$ cat src/divided_clock_output_pkg.sv
// Constants for the start-up settle timer and the divided clock output.
// Assumes a 50 MHz system clock standing in for a 25 MHz oscillator input.
//
// Summary of operation
// - The settle timer expires only after 7500 oscillator cycles (about 300 us) following power-on reset or power-down exit.
// - While the settle timer runs, the registers stay fully readable and writable.
// - On timer expiry the clock ready flag in the global status register is set for the host to poll.
// - The select field picks divide by 1, 2, 3, 4 or 8; 000 disables and drives low; 11x is reserved.
// - The divided clock output is held low through power-on reset and the first settle count.
// - On first expiry after power-up the output starts at the default divide by four (6.25 MHz).
// - Software or pin resets leave the clock output control register and the output running unchanged.
// - The output keeps running in power-down; leaving power-down restarts the settle timer only.
// - Enabling, disabling or changing the ratio never yields a pulse shorter than the selected rate allows.
// - A ratio change inserts a low gap of eight oscillator periods with no pulses.
package divided_clock_output_pkg;

  // ------------------------------------------------------------------
  // Clock rates and timing
  // ------------------------------------------------------------------
  localparam int unsigned SYS_CLK_HZ      = 50_000_000;
  localparam int unsigned OSC_HZ          = 25_000_000;
  localparam int unsigned SYS_PER_OSC     = SYS_CLK_HZ / OSC_HZ;  // 2
  localparam int unsigned HALF_OSC_SYS    = SYS_PER_OSC / 2;      // Sys cycles per half osc period
  localparam int unsigned STARTUP_TIME_US = 300;
  localparam int unsigned STARTUP_OSC_CNT = 7500;
  localparam int unsigned STARTUP_CNT_W   = 13;
  localparam int unsigned GAP_OSC         = 8;
  localparam int unsigned GAP_SYS         = GAP_OSC * SYS_PER_OSC;
  localparam int unsigned PH_CNT_W        = 5;

  // ------------------------------------------------------------------
  // Registers and fields
  // ------------------------------------------------------------------
  localparam int unsigned  SEL_W           = 3;
  localparam logic [2:0]   CTRL_SEL_RESET  = 3'h4;  // Divide by four
  localparam int unsigned  CLOCK_READY_BIT = 0;     // In global_status_reg

  // Select codes
  localparam logic [2:0] SEL_OFF  = 3'h0;
  localparam logic [2:0] SEL_DIV1 = 3'h1;
  localparam logic [2:0] SEL_DIV2 = 3'h2;
  localparam logic [2:0] SEL_DIV3 = 3'h3;
  localparam logic [2:0] SEL_DIV4 = 3'h4;
  localparam logic [2:0] SEL_DIV8 = 3'h5;

  // Output phases, one-hot
  typedef enum logic [3:0] {
    PH_IDLE = 4'h1,
    PH_HIGH = 4'h2,
    PH_LOW  = 4'h4,
    PH_GAP  = 4'h8
  } phase_t;

  // High length in sys cycles; zero marks off or reserved
  function automatic logic [PH_CNT_W-1:0] high_len(input logic [2:0] sel);
    int unsigned n;
    n = 0;
    case (sel)
      SEL_DIV1: n = 1 * HALF_OSC_SYS;
      SEL_DIV2: n = 2 * HALF_OSC_SYS;
      SEL_DIV3: n = 2 * HALF_OSC_SYS;  // One main clock period
      SEL_DIV4: n = 4 * HALF_OSC_SYS;
      SEL_DIV8: n = 8 * HALF_OSC_SYS;
      default:  n = 0;
    endcase
    return n[PH_CNT_W-1:0];
  endfunction

  // Low length in sys cycles
  function automatic logic [PH_CNT_W-1:0] low_len(input logic [2:0] sel);
    int unsigned n;
    n = 0;
    case (sel)
      SEL_DIV1: n = 1 * HALF_OSC_SYS;
      SEL_DIV2: n = 2 * HALF_OSC_SYS;
      SEL_DIV3: n = 4 * HALF_OSC_SYS;  // Two main clock periods
      SEL_DIV4: n = 4 * HALF_OSC_SYS;
      SEL_DIV8: n = 8 * HALF_OSC_SYS;
      default:  n = 0;
    endcase
    return n[PH_CNT_W-1:0];
  endfunction

endpackage

$ cat src/divided_clock_output_divider.sv
// Glitch-free programmable divider driving the divided clock output.
// Assumes sel may change at any cycle; run rises once and stays high.
`timescale 1ns/10ps
`default_nettype none
module divided_clock_output_divider
  import divided_clock_output_pkg::*;
(
  input  wire logic             sys_clk,
  input  wire logic             rst,
  input  wire logic             run,
  input  wire logic [SEL_W-1:0] sel,
  output var  logic             clk_out
);

  // ------------------------------------------------------------------
  // State
  // ------------------------------------------------------------------
  typedef struct packed {
    phase_t              phase;
    logic [PH_CNT_W-1:0] cnt;
    logic [SEL_W-1:0]    active;
    logic                out;
  } div_state_t;

  div_state_t st_r;
  div_state_t st_nxt;

  // Next state; ratio changes only take effect at phase ends
  always_comb begin
    st_nxt = st_r;
    case (st_r.phase)
      PH_IDLE: begin
        // Idle is only left after a long low stretch, so start at once
        if (run && high_len(sel) != '0) begin
          st_nxt.phase  = PH_HIGH;
          st_nxt.active = sel;
          st_nxt.cnt    = high_len(sel) - 1'b1;
        end
      end
      PH_HIGH: begin
        if (st_r.cnt != '0) begin
          st_nxt.cnt = st_r.cnt - 1'b1;
        end else if (sel != st_r.active) begin
          st_nxt.phase = PH_GAP;
          st_nxt.cnt   = PH_CNT_W'(GAP_SYS - 1);
        end else begin
          st_nxt.phase = PH_LOW;
          st_nxt.cnt   = low_len(st_r.active) - 1'b1;
        end
      end
      PH_LOW: begin
        if (st_r.cnt != '0) begin
          st_nxt.cnt = st_r.cnt - 1'b1;
        end else if (sel != st_r.active) begin
          st_nxt.phase = PH_GAP;
          st_nxt.cnt   = PH_CNT_W'(GAP_SYS - 1);
        end else begin
          st_nxt.phase = PH_HIGH;
          st_nxt.cnt   = high_len(st_r.active) - 1'b1;
        end
      end
      PH_GAP: begin
        if (st_r.cnt != '0) begin
          st_nxt.cnt = st_r.cnt - 1'b1;
        end else if (high_len(sel) == '0) begin  // off or reserved
          st_nxt.phase = PH_IDLE;
        end else begin
          st_nxt.phase  = PH_HIGH;
          st_nxt.active = sel;
          st_nxt.cnt    = high_len(sel) - 1'b1;
        end
      end
      default: begin
        st_nxt.phase = PH_IDLE;
        st_nxt.cnt   = '0;
      end
    endcase
    st_nxt.out = (st_nxt.phase == PH_HIGH);  // Low in idle and gap
  end

  // Registered output keeps the pin free of decode glitches
  always_ff @(posedge sys_clk or posedge rst) begin
    if (rst) begin
      st_r <= '{phase: PH_IDLE, cnt: '0, active: SEL_OFF, out: 1'b0};
    end else begin
      st_r <= st_nxt;
    end
  end

  assign clk_out = st_r.out;

  // ------------------------------------------------------------------
  // Checks
  // ------------------------------------------------------------------
  logic [PH_CNT_W-1:0] hrun_r;
  always_ff @(posedge sys_clk or posedge rst) begin
    if (rst) begin
      hrun_r <= '0;
    end else begin
      hrun_r <= clk_out ? hrun_r + 1'b1 : '0;
    end
  end

  property p_high_len;
    @(posedge sys_clk) disable iff (rst)
      $fell(clk_out) |-> hrun_r == high_len(st_r.active);
  endproperty
  a_high_len: assert property (p_high_len) else $error("High pulse length wrong");

  property p_gap_low;
    @(posedge sys_clk) disable iff (rst)
      (st_r.phase == PH_GAP) && !$past(st_r.phase == PH_GAP) |-> !clk_out [*8] ##1 !clk_out [*8];
  endproperty
  a_gap_low: assert property (p_gap_low) else $error("Gap not held low");

  property p_div3_shape;
    @(posedge sys_clk) disable iff (rst)
      $rose(clk_out) && st_r.active == SEL_DIV3 && sel == SEL_DIV3 |-> clk_out [*2] ##1 !clk_out [*4];
  endproperty
  a_div3_shape: assert property (p_div3_shape) else $error("Divide by three shape wrong");

  property p_div8_shape;
    @(posedge sys_clk) disable iff (rst)
      $rose(clk_out) && st_r.active == SEL_DIV8 |-> clk_out [*8] ##1 !clk_out [*8];
  endproperty
  a_div8_shape: assert property (p_div8_shape) else $error("Divide by eight shape wrong");

endmodule
`default_nettype wire

$ cat src/startup_clock_ctrl.sv
// Start-up settle timer, clock ready status and clock output control.
// The control register is reached through dedicated write and read ports.
// Assumes rst is the power-on reset; power_down is a synchronous level.
// Assumes soft and pin resets are applied elsewhere and never reach here.
// Assumes two sys_clk cycles per oscillator period.
`timescale 1ns/10ps
`default_nettype none
module startup_clock_ctrl
  import divided_clock_output_pkg::*;
#(
  parameter int unsigned STARTUP_CYCLES = STARTUP_OSC_CNT
)(
  input  wire logic       sys_clk,
  input  wire logic       rst,
  input  wire logic       power_down,
  input  wire logic       ctrl_wr_en,
  input  wire logic [7:0] ctrl_wdata,
  output var  logic [7:0] ctrl_rdata,
  output var  logic [7:0] status_rdata,
  output var  logic       clock_ready_flag,
  output var  logic       divided_clock_output
);

  // ------------------------------------------------------------------
  // Elaboration check
  // ------------------------------------------------------------------
  if (STARTUP_CYCLES < 2 || STARTUP_CYCLES > (2 ** STARTUP_CNT_W) - 1) begin : g_bad_count
    $error("STARTUP_CYCLES out of counter range");
  end

  localparam logic [STARTUP_CNT_W-1:0] LAST_CNT = STARTUP_CNT_W'(STARTUP_CYCLES - 1);

  // ------------------------------------------------------------------
  // State
  // ------------------------------------------------------------------
  typedef struct packed {
    logic                     osc_tick;  // Toggles each cycle: one osc period per two
    logic [STARTUP_CNT_W-1:0] cnt;
    logic                     ready;
    logic                     started;   // Output released after first expiry
    logic [SEL_W-1:0]         out_sel;   // Clock output select field
  } ctrl_state_t;

  ctrl_state_t st_r;
  ctrl_state_t st_nxt;

  // Settle timer, status and register write
  always_comb begin
    st_nxt          = st_r;
    st_nxt.osc_tick = ~st_r.osc_tick;
    if (power_down) begin
      // Timer restarts from zero once power-down ends; output keeps running
      st_nxt.cnt      = '0;
      st_nxt.ready    = 1'b0;
      st_nxt.osc_tick = 1'b0;
    end else if (!st_r.ready && st_r.osc_tick) begin
      if (st_r.cnt == LAST_CNT) begin
        st_nxt.ready   = 1'b1;
        st_nxt.started = 1'b1;
      end else begin
        st_nxt.cnt = st_r.cnt + 1'b1;
      end
    end
    // Writes are open while the timer runs; high bits are dropped
    // Reserved codes are stored as written, the divider treats them as off
    if (ctrl_wr_en) begin
      st_nxt.out_sel = ctrl_wdata[SEL_W-1:0];
    end
  end

  // Only power-on reset touches the control register, never a soft reset
  always_ff @(posedge sys_clk or posedge rst) begin
    if (rst) begin
      st_r <= '{osc_tick: 1'b0, cnt: '0, ready: 1'b0, started: 1'b0, out_sel: CTRL_SEL_RESET};
    end else begin
      st_r <= st_nxt;
    end
  end

  // ------------------------------------------------------------------
  // Register read and status
  // ------------------------------------------------------------------
  // Unimplemented high bits read as zero
  always_comb begin
    ctrl_rdata                   = '0;
    ctrl_rdata[SEL_W-1:0]        = st_r.out_sel;
    status_rdata                 = '0;
    status_rdata[CLOCK_READY_BIT] = st_r.ready;
  end

  assign clock_ready_flag = st_r.ready;

  // ------------------------------------------------------------------
  // Divider
  // ------------------------------------------------------------------
  // Held low until first expiry, then free of the timer for good
  divided_clock_output_divider u_div (
    .sys_clk (sys_clk),
    .rst     (rst),
    .run     (st_r.started),
    .sel     (st_r.out_sel),
    .clk_out (divided_clock_output)
  );

  // ------------------------------------------------------------------
  // Checks
  // ------------------------------------------------------------------
  int unsigned since_r;
  always_ff @(posedge sys_clk or posedge rst) begin
    if (rst) begin
      since_r <= 0;
    end else begin
      since_r <= power_down ? 0 : since_r + 1;
    end
  end

  property p_min_settle;
    @(posedge sys_clk) disable iff (rst)
      $rose(clock_ready_flag) |-> since_r >= 2 * STARTUP_CYCLES - 1;
  endproperty
  a_min_settle: assert property (p_min_settle) else $error("Ready too early");

  property p_ready_hold;
    @(posedge sys_clk) disable iff (rst)
      clock_ready_flag && !power_down |=> clock_ready_flag && status_rdata[CLOCK_READY_BIT];
  endproperty
  a_ready_hold: assert property (p_ready_hold) else $error("Ready dropped");

  property p_write_early;
    @(posedge sys_clk) disable iff (rst)
      ctrl_wr_en && !clock_ready_flag |=> ctrl_rdata == {5'h00, $past(ctrl_wdata[2:0])};
  endproperty
  a_write_early: assert property (p_write_early) else $error("Write lost before ready");

  property p_low_before_start;
    @(posedge sys_clk) disable iff (rst)
      !st_r.started |-> !divided_clock_output;
  endproperty
  a_low_before_start: assert property (p_low_before_start) else $error("Output active too soon");

  property p_default_div4;
    @(posedge sys_clk) disable iff (rst)
      $rose(st_r.started) && st_r.out_sel == SEL_DIV4 && !ctrl_wr_en
        |=> divided_clock_output [*4] ##1 !divided_clock_output [*4];
  endproperty
  a_default_div4: assert property (p_default_div4) else $error("Default rate wrong");

  property p_ctrl_stable;
    @(posedge sys_clk) disable iff (rst)
      !ctrl_wr_en |=> $stable(ctrl_rdata);
  endproperty
  a_ctrl_stable: assert property (p_ctrl_stable) else $error("Control changed unwritten");

  property p_pd_restart;
    @(posedge sys_clk) disable iff (rst)
      $fell(power_down) |-> !clock_ready_flag ##1 (st_r.started == $past(st_r.started));
  endproperty
  a_pd_restart: assert property (p_pd_restart) else $error("Power-down exit wrong");

  // Entering power-down drops ready at once, in the flag and the status image
  property p_pd_clears_ready;
    @(posedge sys_clk) disable iff (rst)
      power_down |=> !clock_ready_flag && !status_rdata[CLOCK_READY_BIT];
  endproperty
  a_pd_clears_ready: assert property (p_pd_clears_ready) else $error("Ready kept in power-down");

  // Ready may not lag the count either, so a stuck timer is caught
  property p_ready_in_time;
    @(posedge sys_clk) disable iff (rst)
      !power_down && since_r >= 2 * STARTUP_CYCLES |-> clock_ready_flag;
  endproperty
  a_ready_in_time: assert property (p_ready_in_time) else $error("Ready too late");

  // Status image carries the ready flag and nothing else
  property p_status_image;
    @(posedge sys_clk) disable iff (rst)
      status_rdata[CLOCK_READY_BIT] == clock_ready_flag
        && $countones(status_rdata) == int'(clock_ready_flag);
  endproperty
  a_status_image: assert property (p_status_image) else $error("Status image wrong");

  // Unimplemented control bits must read as zero whatever was written
  property p_ctrl_unused_zero;
    @(posedge sys_clk) disable iff (rst)
      ctrl_rdata[7:SEL_W] == '0;
  endproperty
  a_ctrl_unused_zero: assert property (p_ctrl_unused_zero) else $error("Unused control bits set");

  // Every write lands, before ready and after it
  property p_write_lands;
    @(posedge sys_clk) disable iff (rst)
      ctrl_wr_en |=> ctrl_rdata[SEL_W-1:0] == $past(ctrl_wdata[SEL_W-1:0]);
  endproperty
  a_write_lands: assert property (p_write_lands) else $error("Control write lost");

  // ------------------------------------------------------------------
  // Output activity watch
  // ------------------------------------------------------------------
  // Longest legal flat stretch is a full divide-by-eight low phase plus
  // the gap; anything longer with a valid select means the output stalled
  localparam logic [PH_CNT_W-1:0] FLAT_MAX = PH_CNT_W'(8 * HALF_OSC_SYS + GAP_SYS);

  logic                out_prev_r;
  logic [PH_CNT_W-1:0] flat_r;

  // Cycles the pin has kept its level; cleared while off or reserved
  always_ff @(posedge sys_clk or posedge rst) begin
    if (rst) begin
      out_prev_r <= 1'b0;
      flat_r     <= '0;
    end else begin
      out_prev_r <= divided_clock_output;
      if (!st_r.started || high_len(st_r.out_sel) == '0 || divided_clock_output != out_prev_r) begin
        flat_r <= '0;
      end else if (flat_r != '1) begin
        flat_r <= flat_r + 1'b1;  // Saturates so it never wraps to look busy
      end
    end
  end

  // Power-down must not starve a host that runs from this output
  property p_runs_in_pd;
    @(posedge sys_clk) disable iff (rst)
      power_down |-> flat_r < FLAT_MAX;
  endproperty
  a_runs_in_pd: assert property (p_runs_in_pd) else $error("Output stalled in power-down");

endmodule
`default_nettype wire

$ cat config.mk
export PLATFORM = sky130hd
export DESIGN_NAME = startup_clock_ctrl
export DESIGN_NICKNAME = d
export VERILOG_FILES = /design/src/divided_clock_output_pkg.sv /design/src/divided_clock_output_divider.sv /design/src/startup_clock_ctrl.sv
export SDC_FILE = /design/constraint.sdc
export NUM_CORES = 1
export LEC_CHECK = 0
export ABC_AREA = 1
export BUFFER_PORTS_ARGS = -buffer_cell sky130_fd_sc_hd__buf_2
export CAP_MARGIN = 20
export CORE_MARGIN = 1
export CORE_UTILIZATION = 55
export CTS_CLUSTER_SIZE = 10
export DETAILED_ROUTE_END_ITERATION = 8
export MAX_ROUTING_LAYER = met4
export PLACE_DENSITY = 0.8
export SETUP_SLACK_MARGIN = 0.5
export SLEW_MARGIN = 20
export SYNTH_ARGS = -nofsm -noshare
export SYNTH_HDL_FRONTEND = slang
export SYNTH_HIERARCHICAL = 1
export SYNTH_SLANG_ARGS = --single-unit
$ cat constraint.sdc
create_clock -name sys_clk -period 2 [get_ports sys_clk]
set_input_delay 0.3 -clock sys_clk [delete_from_list [all_inputs] [get_ports sys_clk]]
set_output_delay 0.3 -clock sys_clk [all_outputs]
set_load 0.01 [all_outputs]
==> results of run 1 <==
-- what timing repair did --
item,CTS,global route
setup buffers,27,16
cloned,0,1
resized for setup,30,40
setup endpoints to repair,20,29
pin swaps,14,21
-- cells in the mapped netlist, drive strengths merged --
cell / count / area [µm²]
nand3: 31 / 170.2
dfrtp: 30 / 750.7
a21oi: 2 / 10.01
a32o: 1 / 10.01
ha: 6 / 75.07
nand3b: 3 / 35.03
buf: 18 / 136.4
mux2: 3 / 33.78
o21ai: 21 / 112.6
nor3: 8 / 77.57
nand4: 15 / 93.84
nor4: 1 / 6.260
conb: 1 / 3.750
clkbuf: 1 / 3.750
nand2: 120 / 475.5
nor2: 35 / 161.4
inv: 44 / 165.2
a21boi: 1 / 11.26
o21bai: 1 / 7.510
dfstp: 2 / 52.55
xor2: 1 / 8.760
o211ai: 1 / 7.510
clkinv: 1 / 8.760
xnor2: 4 / 35.03
-- routing by layer --
layer / up-vias / routed length [µm] / global-route usage [%]
met4: 0 / 296 / 14.80
met2: 106 / 3494 / 49.14
met3: 34 / 306 / 6.414
li1: 1222 / - / -
met5: - / 0 / -
met1: 1202 / 2753 / 32.13
-- power by group --
group | internal [mW] | switching, mW
sequential | 0.757 | 0.117
combinational | 0.769 | 1.04
clock | 0.280 | 0.232
total | 1.81 | 1.39
-- sequential cells by signal (all words and copies together) (netlist names) --
name and cells:
clock_ready_flag 1, ctrl_rdata 3, st_r 15, u_div/clk_out 1, u_div/st_r 12
-- final cells by class --
class	count	share of cell area, %
Tap cell	50	1.949
Multi-Input combinational cell	267	51.64
Inverter	45	5.729
Sequential cell	32	25.18
Timing Repair Buffer	56	12.70
Clock buffer	8	2.806
-- metrics by stage --
stage	cells	util [%]	worst slack [ns]
after CTS	441	70.98	0.4162
after floorplan	362	-	0.4209
after global placement	406	60.72	0.2645
after global routing	458	77.48	0.2000
final	458	77.48	0.3140
after detailed placement	406	60.72	0.2463
-- path summary, 6_finish.rpt --
check / cells past startpoint / slack, ns / from / end
worst max-delay path: 12 / 0.31 / ctrl_rdata[2] / u_div/st_r[5]
worst min-delay path: 2 / 0.08 / rst / u_div/clk_out
worst max register to register: 12 / 0.31 / ctrl_rdata[2] / u_div/st_r[5]
worst min register to register: 1 / 0.42 / st_r[18] / st_r[18]
max in group asynchronous: 2 / 1.32 / rst / ctrl_rdata[0]
min in group sys_clk: 2 / 0.25 / ctrl_wdata[2] / ctrl_rdata[2]
-- kinds of logic (layout without fill, tap and decap cells) --
logic type               after synthesis  count (layout)  share of synthesized area (%)
AO/OA/AOI/OAI                         27              27                          6.480
buffers and inverters                 64             109                          12.81
other                                  1              12                         0.1529
flip-flops                            32              32                          32.76
AND/OR/NAND/NOR                      213             214                          41.58
adder cells (fa/ha/maj)                6               6                          3.061
XOR/XNOR                               5               5                          1.786
multiplexers                           3               3                          1.377
==> results.toml, run 1 <==
[outcome]
run_status = "complete, no violations"

[drt]
num_vias = 2564
postRouteAntennaNets = 0
dr.pass1.iters = 5
drc_errors = 0
vias_per_cell = 5.598
drt-total-wl_mm = 6.851
first_iter_violations = 188
wire_per_inst_um = 14.96

[floorplan]
fp.dieH_um = 68.78
placementRows = 23
dieArea_um2 = 4730
io-pin-count = 30
core_region_area_um2 = 4144
initial_utilization_pct = 59.18
die_w_um = 68.78

[final_layout]
mostFrequentLayoutCells = "nand2_1 (94), buf_4 (41), inv_1 (31)"
drive_gt1_share_pct = 36.76
multiInputGateArea_um2 = 1658
post-route-cell-area_um2 = 3211
final_common_cell = "nand2_1"
fillers = 265
finalNetCount = 425
syn2layout_area_growth_pct = 30.92
register_area_um2 = 808.3
diodes = 0

[power_and_ir_drop]
peakVddDrop_mv = 0.5651
powerDensity_nw_per_um2 = 994.4
power_leakage_nw = 1.575
finalPower_mw = 3.193

[timing]
fmaxAchievable_mhz = 593.1
finalHoldViolations = 0
tightest_slew_ns = 0.7476
fin_skew_ns = 0.008195
fin_tns_setup_ns = 0
setup-violations-final = 0
fin_crit_sh_pct = 84.30
rsz0062_at_grt = "yes"
worst_hold_slack_ns = 0.08090
min_period_ns = 1.686
drv_slew = 0
slew_headroom_pct = 50.11

[yosys]
avgSynthCellArea_um2 = 6.987
ys_types = 37
yosysSeqAreaShare_pct = 32.76
yosys_warnings = 6
synthesis.area_um2 = 2452
syn_inst = 351
ys_ff_latch = 32

[global_route]
grtUsageTotal_pct = 29.06
antenna_found_initial = 0
grt_pass1_wl_mm = 9.715
grt_pass1_vias = 2189
grt_max_degree = 20
grt_overflow = 0

[cts]
clock_sink_count = 32
postCtsHoldBufs = 0
clock_path_buffers = 2
cts_root_buf = "clkbuf_8"
tritoncts = "built"
htreeDepth = 2
clkLatencyLatePin_ns = 0.29
path_clk_slew_ns = 0.06
cts_buffers = 5

[setup_path]
path_class = "reg -> reg"
cp_num_buf_inv = 2
path_cells = "inv_4 -> nand3_4 -> ha_4 -> nand2_8 -> nor2_1 -> nand2_1 -> nand2_2 -> inv_2 -> o21ai_2 -> nor2_1 -> nand2_1 -> o21ai_2"
cpPeakStageDelay_ns = 0.59
worstSetupEndpointType = "flip-flop"
cp_max_fo = 5
crit_slowest_cell = "dfstp_2"
start_kind = "flip-flop"
crit_arrival_ns = 1.86
cp_top_family = "flip-flops"
cp_data_required_time_ns = 2.18

[placed_design]
dpl.hpwl_mm = 3.804
io_buffers = 12
placed_area_um2 = 2516
gp_congestion = 0.8599

[min_path]
hold_class = "in -> async"

[flow_run]
max_cap_viol_count = 0
(Power assumes the default switching activity.)
==> inputs of run 2 (changes only) <==
==> constraint.sdc (replaced) <==
create_clock -name sys_clk -period 1.6 [get_ports sys_clk]
set_input_delay 0.24 -clock sys_clk [delete_from_list [all_inputs] [get_ports sys_clk]]
set_output_delay 0.24 -clock sys_clk [all_outputs]
set_load 0.01 [all_outputs]
==> results.toml, run 2 (synthesized netlist as in run 1, its figures left out) <==
[placed_design]
gp_congestion = 0.9226
post-place-cells = 433
io_buffers = 12
dpl.hpwl_mm = 4.352

[final_layout]
final_common_cell = "nand2_1"
utilization_pct = 83.82
regMostFlops = "st_r"
finalNetCount = 444
largest_reg_flops = 15
drive_gt1_share_pct = 44.50
register_area_um2 = 815.8
mostFrequentLayoutCells = "nand2_1 (94), buf_4 (53), inv_1 (25)"
multiInputGateArea_um2 = 1708
stdcell_count = 477
syn2layout_area_growth_pct = 41.63
diodes = 0
fillers = 228

[floorplan]
io-pin-count = 30
placementRows = 23
die_w_um = 68.78
fp.dieH_um = 68.78
dieArea_um2 = 4730
core_region_area_um2 = 4144
initial_utilization_pct = 59.18

[drt]
vias_per_cell = 5.704
drt-total-wl_mm = 7.662
first_iter_violations = 275
wire_per_inst_um = 16.06
drc_errors = 0
num_vias = 2721
dr.pass1.iters = 4
postRouteAntennaNets = 0

[timing]
drv_slew = 0
tightest_slew_ns = 0.6204
setup-violations-final = 8
finalWorstSetupSlack_ns = -0.1087
fin_crit_sh_pct = 106.8
rsz0062_at_grt = "yes"
finalHoldViolations = 0
min_period_ns = 1.709
fin_tns_setup_ns = -0.3087
fmaxAchievable_mhz = 585.2
slew_headroom_pct = 58.59
fin_skew_ns = 0.006805

[setup_path]
timing.rr.start = "u_div/st_r[2]"
crit_arrival_ns = 1.89
crit_start = "u_div/st_r[2]"
path_class = "reg -> reg"
cp_data_required_time_ns = 1.78
worstSetupEndpoint = "u_div/st_r[7]"
reg2reg_depth = 12
worstSetupEndpointType = "flip-flop"
rrSetupSlack_ns = -0.11
start_kind = "flip-flop"
r2r_end = "u_div/st_r[7]"
cp_max_fo = 4

[cts]
clock_sink_count = 32
clock_path_buffers = 2
htreeDepth = 2
tritoncts = "built"
cts_buffers = 5
path_clk_slew_ns = 0.07
clkLatencyLatePin_ns = 0.29
cts_root_buf = "clkbuf_8"

[min_path]
hold_class = "in -> reg"

[global_route]
antenna_found_initial = 0
grt_overflow = 0
grt_pass1_vias = 2522
grt_pass1_wl_mm = 10.96
grt_max_degree = 14
grtUsageTotal_pct = 32.97

[power_and_ir_drop]
power_leakage_nw = 1.683
powerDensity_nw_per_um2 = 1244
peakVddDrop_mv = 0.7786

[flow_run]
max_cap_viol_count = 0

[outcome]
violations = "negative setup slack"
run_status = "complete, but fails checks"
## run 2: cell type report
class                      count  share of cell area [%]
multi-input combinational    267                   49.17
timing repair buffer          75                   17.29
inverter                      45                   5.656
sequential                    32                   23.49
clock buffer                   8                   2.594
tap                           50                   1.801
## run 2: per-layer routing
| metal | wire length [µm] | track usage (%) |
|---|---|---|
| met1 | 2823 | 33.57 |
| met2 | 4000 | 61.15 |
| met3 | 413 | 5.757 |
| met4 | 425 | 15.05 |
| met5 | 0 | - |
## run 2: how the worst min path moves through the flow
stage / slack [ns] / depth (start not counted) / end / start
after floorplan: 0.12 / 1 / u_div/clk_out / rst
after global placement: 0.27 / 2 / ctrl_rdata[0] / rst
after detailed placement: 0.28 / 2 / st_r[11] / rst
after CTS: 0.19 / 2 / ctrl_rdata[0] / ctrl_wdata[0]
after global routing: 0.19 / 2 / ctrl_rdata[2] / ctrl_wdata[2]
final: 0.20 / 2 / ctrl_rdata[2] / ctrl_wdata[2]
## run 2: through the flow
| stage | setup slack, ns | cell area (µm²) | hold WS, ns | total power, mW |
|---|---|---|---|---|
| finish | -0.1087 | 3473 | 0.1958 | 4.320 |
| CTS | -0.03685 | 3302 | 0.1907 | 4.077 |
| floorplan | 0.05077 | 2590 | 0.1162 | 2.372 |
| global route | -0.1783 | 3473 | 0.1882 | 4.607 |
| global placement | -0.0003835 | 2783 | 0.2740 | 2.940 |
| detailed placement | -0.09049 | 2783 | 0.2781 | 3.003 |
## run 2: critical path, cell delays in order, from the launching register on
cell and delay [ns]:
dfrtp_1 0.40, inv_2 0.13, nand2_4 0.09, nor2_4 0.15
inv_4 0.07, ha_4 0.15, nand3b_1 0.16, nand4_1 0.09
nand2_1 0.08, a21oi_2 0.12, nand2_1 0.07, nand2_1 0.06
nand2_1 0.05
## run 2: what timing repair did
item | CTS | global route
resized for setup | 63 | 35
hold buffers | 1 | 0
buffers inserted | 26 | 8
cloned | 1 | 0
setup endpoints to repair | 33 | 43
endpoints found under the hold margin | 9 | 0
pin swaps | 33 | 26
## run 2: where the power goes
part | switching (mW) | leakage [nW] | internal, mW
Sequential | 0.143 | 0.405 | 0.947
Combinational | 1.41 | 1.23 | 1.17
Clock | 0.304 | 0.0455 | 0.351
==> inputs of run 3 (changes only) <==
--- a/config.mk
+++ b/config.mk
@@ -5,15 +5,14 @@
 export SDC_FILE = /design/constraint.sdc
 export NUM_CORES = 1
 export LEC_CHECK = 0
-export ABC_AREA = 1
 export BUFFER_PORTS_ARGS = -buffer_cell sky130_fd_sc_hd__buf_2
 export CAP_MARGIN = 20
 export CORE_MARGIN = 1
-export CORE_UTILIZATION = 55
+export CORE_UTILIZATION = 45
 export CTS_CLUSTER_SIZE = 10
 export DETAILED_ROUTE_END_ITERATION = 8
 export MAX_ROUTING_LAYER = met4
-export PLACE_DENSITY = 0.8
+export PLACE_DENSITY = 0.69
 export SETUP_SLACK_MARGIN = 0.5
 export SLEW_MARGIN = 20
 export SYNTH_ARGS = -nofsm -noshare
==> results.toml, run 3 <==
[setup_path]
crit_slowest_cell = "or4b_4"
r2r_end = "u_div/st_r[5]"
path_class = "reg -> reg"
cp_data_required_time_ns = 1.77
reg2reg_depth = 8
crit_start = "u_div/st_r[5]"
worstSetupEndpoint = "u_div/st_r[5]"
worstSetupEndpointType = "flip-flop"
timing.rr.start = "u_div/st_r[5]"
crit_arrival_ns = 2.24
crit_cells = 8
start_kind = "flip-flop"
cp_num_buf_inv = 2
cp_max_fo = 3
cpPeakStageDelay_ns = 0.51
cp_top_family = "simple AND/OR/NAND/NOR gates"
rrSetupSlack_ns = -0.47
path_cells = "inv_2 -> ha_4 -> or4b_4 -> nor4_4 -> buf_4 -> a21oi_2 -> nor4_2 -> o21ai_1"

[final_layout]
syn2layout_area_growth_pct = 55.51
largest_reg_flops = 15
finalNetCount = 365
regMostFlops = "st_r"
stdcell_count = 414
mostFrequentLayoutCells = "buf_4 (55), buf_6 (27), dfrtp_1 (26)"
multiInputGateArea_um2 = 1635
drive_gt1_share_pct = 49.57
final_common_cell = "buf_4"
fillers = 316
diodes = 0
register_area_um2 = 808.3

[yosys]
yosys-top-cells-count = "dfrtp_1 (30), nor2_1 (26), nand2_1 (25)"
synth_top_cell_area_share_pct = 33.24
async_flop_share_pct = 100.0
yosysSeqAreaShare_pct = 35.57
syn_inst = 255
ys_types = 56
synth-main-ff-cell = "dfrtp_1"
yosysTopAreaCell = "dfrtp_1"
synthesis.area_um2 = 2258
synth_edf_count = 0
avgSynthCellArea_um2 = 8.857
ys_top_cells_by_area = "dfrtp_1 (33%), buf_4 (5.3%), xnor2_1 (4.7%)"
ys_ff_latch = 32
yosysMostFrequentCell = "dfrtp_1"
yosys_warnings = 6

[outcome]
run_status = "complete, but fails checks"
violations = "negative setup slack"

[timing]
finalWorstSetupSlack_ns = -0.4745
fin_crit_sh_pct = 129.7
setup-violations-final = 12
finalHoldViolations = 0
tightest_slew_ns = 0.5665
min_period_ns = 2.074
slew_headroom_pct = 62.19
rsz0062_at_grt = "yes"
worst_hold_slack_ns = 0.1920
fmaxAchievable_mhz = 482.1
drv_slew = 0
fin_skew_ns = 0.01200

[drt]
first_iter_violations = 253
vias_per_cell = 5.273
num_vias = 2183
drc_errors = 0
dr.pass1.iters = 5
drt-total-wl_mm = 6.510
wire_per_inst_um = 15.72
postRouteAntennaNets = 0

[global_route]
grt_max_degree = 20
grtUsageTotal_pct = 25.46
grt_overflow = 0
grt_pass1_vias = 2057
antenna_found_initial = 0
grt_pass1_wl_mm = 9.763

[cts]
clkLatencyLatePin_ns = 0.29
cts_buffers = 5
clock_path_buffers = 2
cts_root_buf = "clkbuf_8"
tritoncts = "built"
htreeDepth = 2
clock_sink_count = 32
path_clk_slew_ns = 0.06

[flow_run]
max_cap_viol_count = 0

[placed_design]
post-place-cells = 376
io_buffers = 12
dpl.hpwl_mm = 4.049
gp_congestion = 1.029

[floorplan]
dieArea_um2 = 5306
initial_utilization_pct = 47.19
io-pin-count = 30
placementRows = 25
core_region_area_um2 = 4786
die_w_um = 72.84
fp.dieH_um = 72.84

[power_and_ir_drop]
powerDensity_nw_per_um2 = 512.6
peakVddDrop_mv = 0.4381
power_leakage_nw = 1.701

[min_path]
hold_class = "in -> reg"
## run 3: cell types whose count changed in the layout (fill, tap and decap cells not counted), sizes merged, moves of 7 or more
cell	previous run	this run
xnor2	4	12
a21o	0	7
nand2	121	25
nand4	15	0
o21ai	21	11
nand3	31	8
nand2b	0	7
inv	42	16
nor2	35	26
a21oi	2	12
buf	74	95
## run 3: power by group
| part | total [mW] | switching, mW | internal, mW |
|---|---|---|---|
| clock | 0.601 | 0.305 | 0.296 |
| sequential | 0.849 | 0.0230 | 0.826 |
| combinational | 0.351 | 0.165 | 0.186 |
## run 3: per-stage QoR
step | TNS (ns) | util [%] | worst slack (ns) | area, µm² | power, mW
finish | -3.409 | 73.39 | -0.4745 | 3512 | 1.800
global route | -4.358 | 73.39 | -0.5519 | 3512 | 1.882
CTS | -2.903 | 69.44 | -0.4025 | 3323 | 1.762
detailed placement | -2.744 | 59.29 | -0.4339 | 2838 | 1.104
floorplan | -1.996 | - | -0.4421 | 2441 | 1.028
global placement | -2.387 | 59.29 | -0.3994 | 2838 | 1.099
## run 3: worst min path at each step
| stage | start | to | slack [ns] | cells past startpoint |
|---|---|---|---|---|
| floorplan | rst | u_div/clk_out | 0.12 | 1 |
| global placement | rst | st_r[5] | 0.28 | 3 |
| detailed placement | rst | st_r[18] | 0.28 | 3 |
| CTS | ctrl_wdata[0] | ctrl_rdata[0] | 0.18 | 2 |
| global route | ctrl_wdata[0] | ctrl_rdata[0] | 0.17 | 2 |
| finish | ctrl_wdata[0] | ctrl_rdata[0] | 0.19 | 2 |
## run 3: layer usage
metal	vias to the layer above	routed length, µm	GRT usage, %
li1	1052	-	-
met1	1046	2819	32.01
met2	63	3278	40.39
met3	22	191	4.282
met4	0	221	11.33
met5	-	0	-
## run 3: layout make-up
cell class,instances,share of cell area [%]
clock buffers,6,2.066
well taps,67,2.387
clock inverters,1,0.1425
multi-input cells,196,46.56
repair buffers,96,24.12
flip-flops and latches,32,23.01
inverters,16,1.710
## run 3: timing repair
item,4_1_cts,5_1_grt
setup buffers,19,10
endpoints found under the setup margin,33,33
hold buffers,1,0
resized for setup,55,23
cloned,1,0
endpoints found under the hold margin,18,0
pin swaps,24,17
## run 3: kinds of logic after synthesis
logic type,count (synthesis),synth area share [%]
simple gates,103,26.81
compound gates,52,15.57
buf+inv,39,9.474
flops,32,35.57
xor+xnor,16,6.205
fa+ha+maj,6,3.324
mux,6,2.881
other cells,1,0.1660
## run 3: worst register-to-register path, stage by stage (launching register included)
cell,delay (ns)
dfrtp_1,0.39
inv_2,0.08
ha_4,0.13
or4b_4,0.51
nor4_4,0.26
buf_4,0.20
a21oi_2,0.05
nor4_2,0.23
o21ai_1,0.09
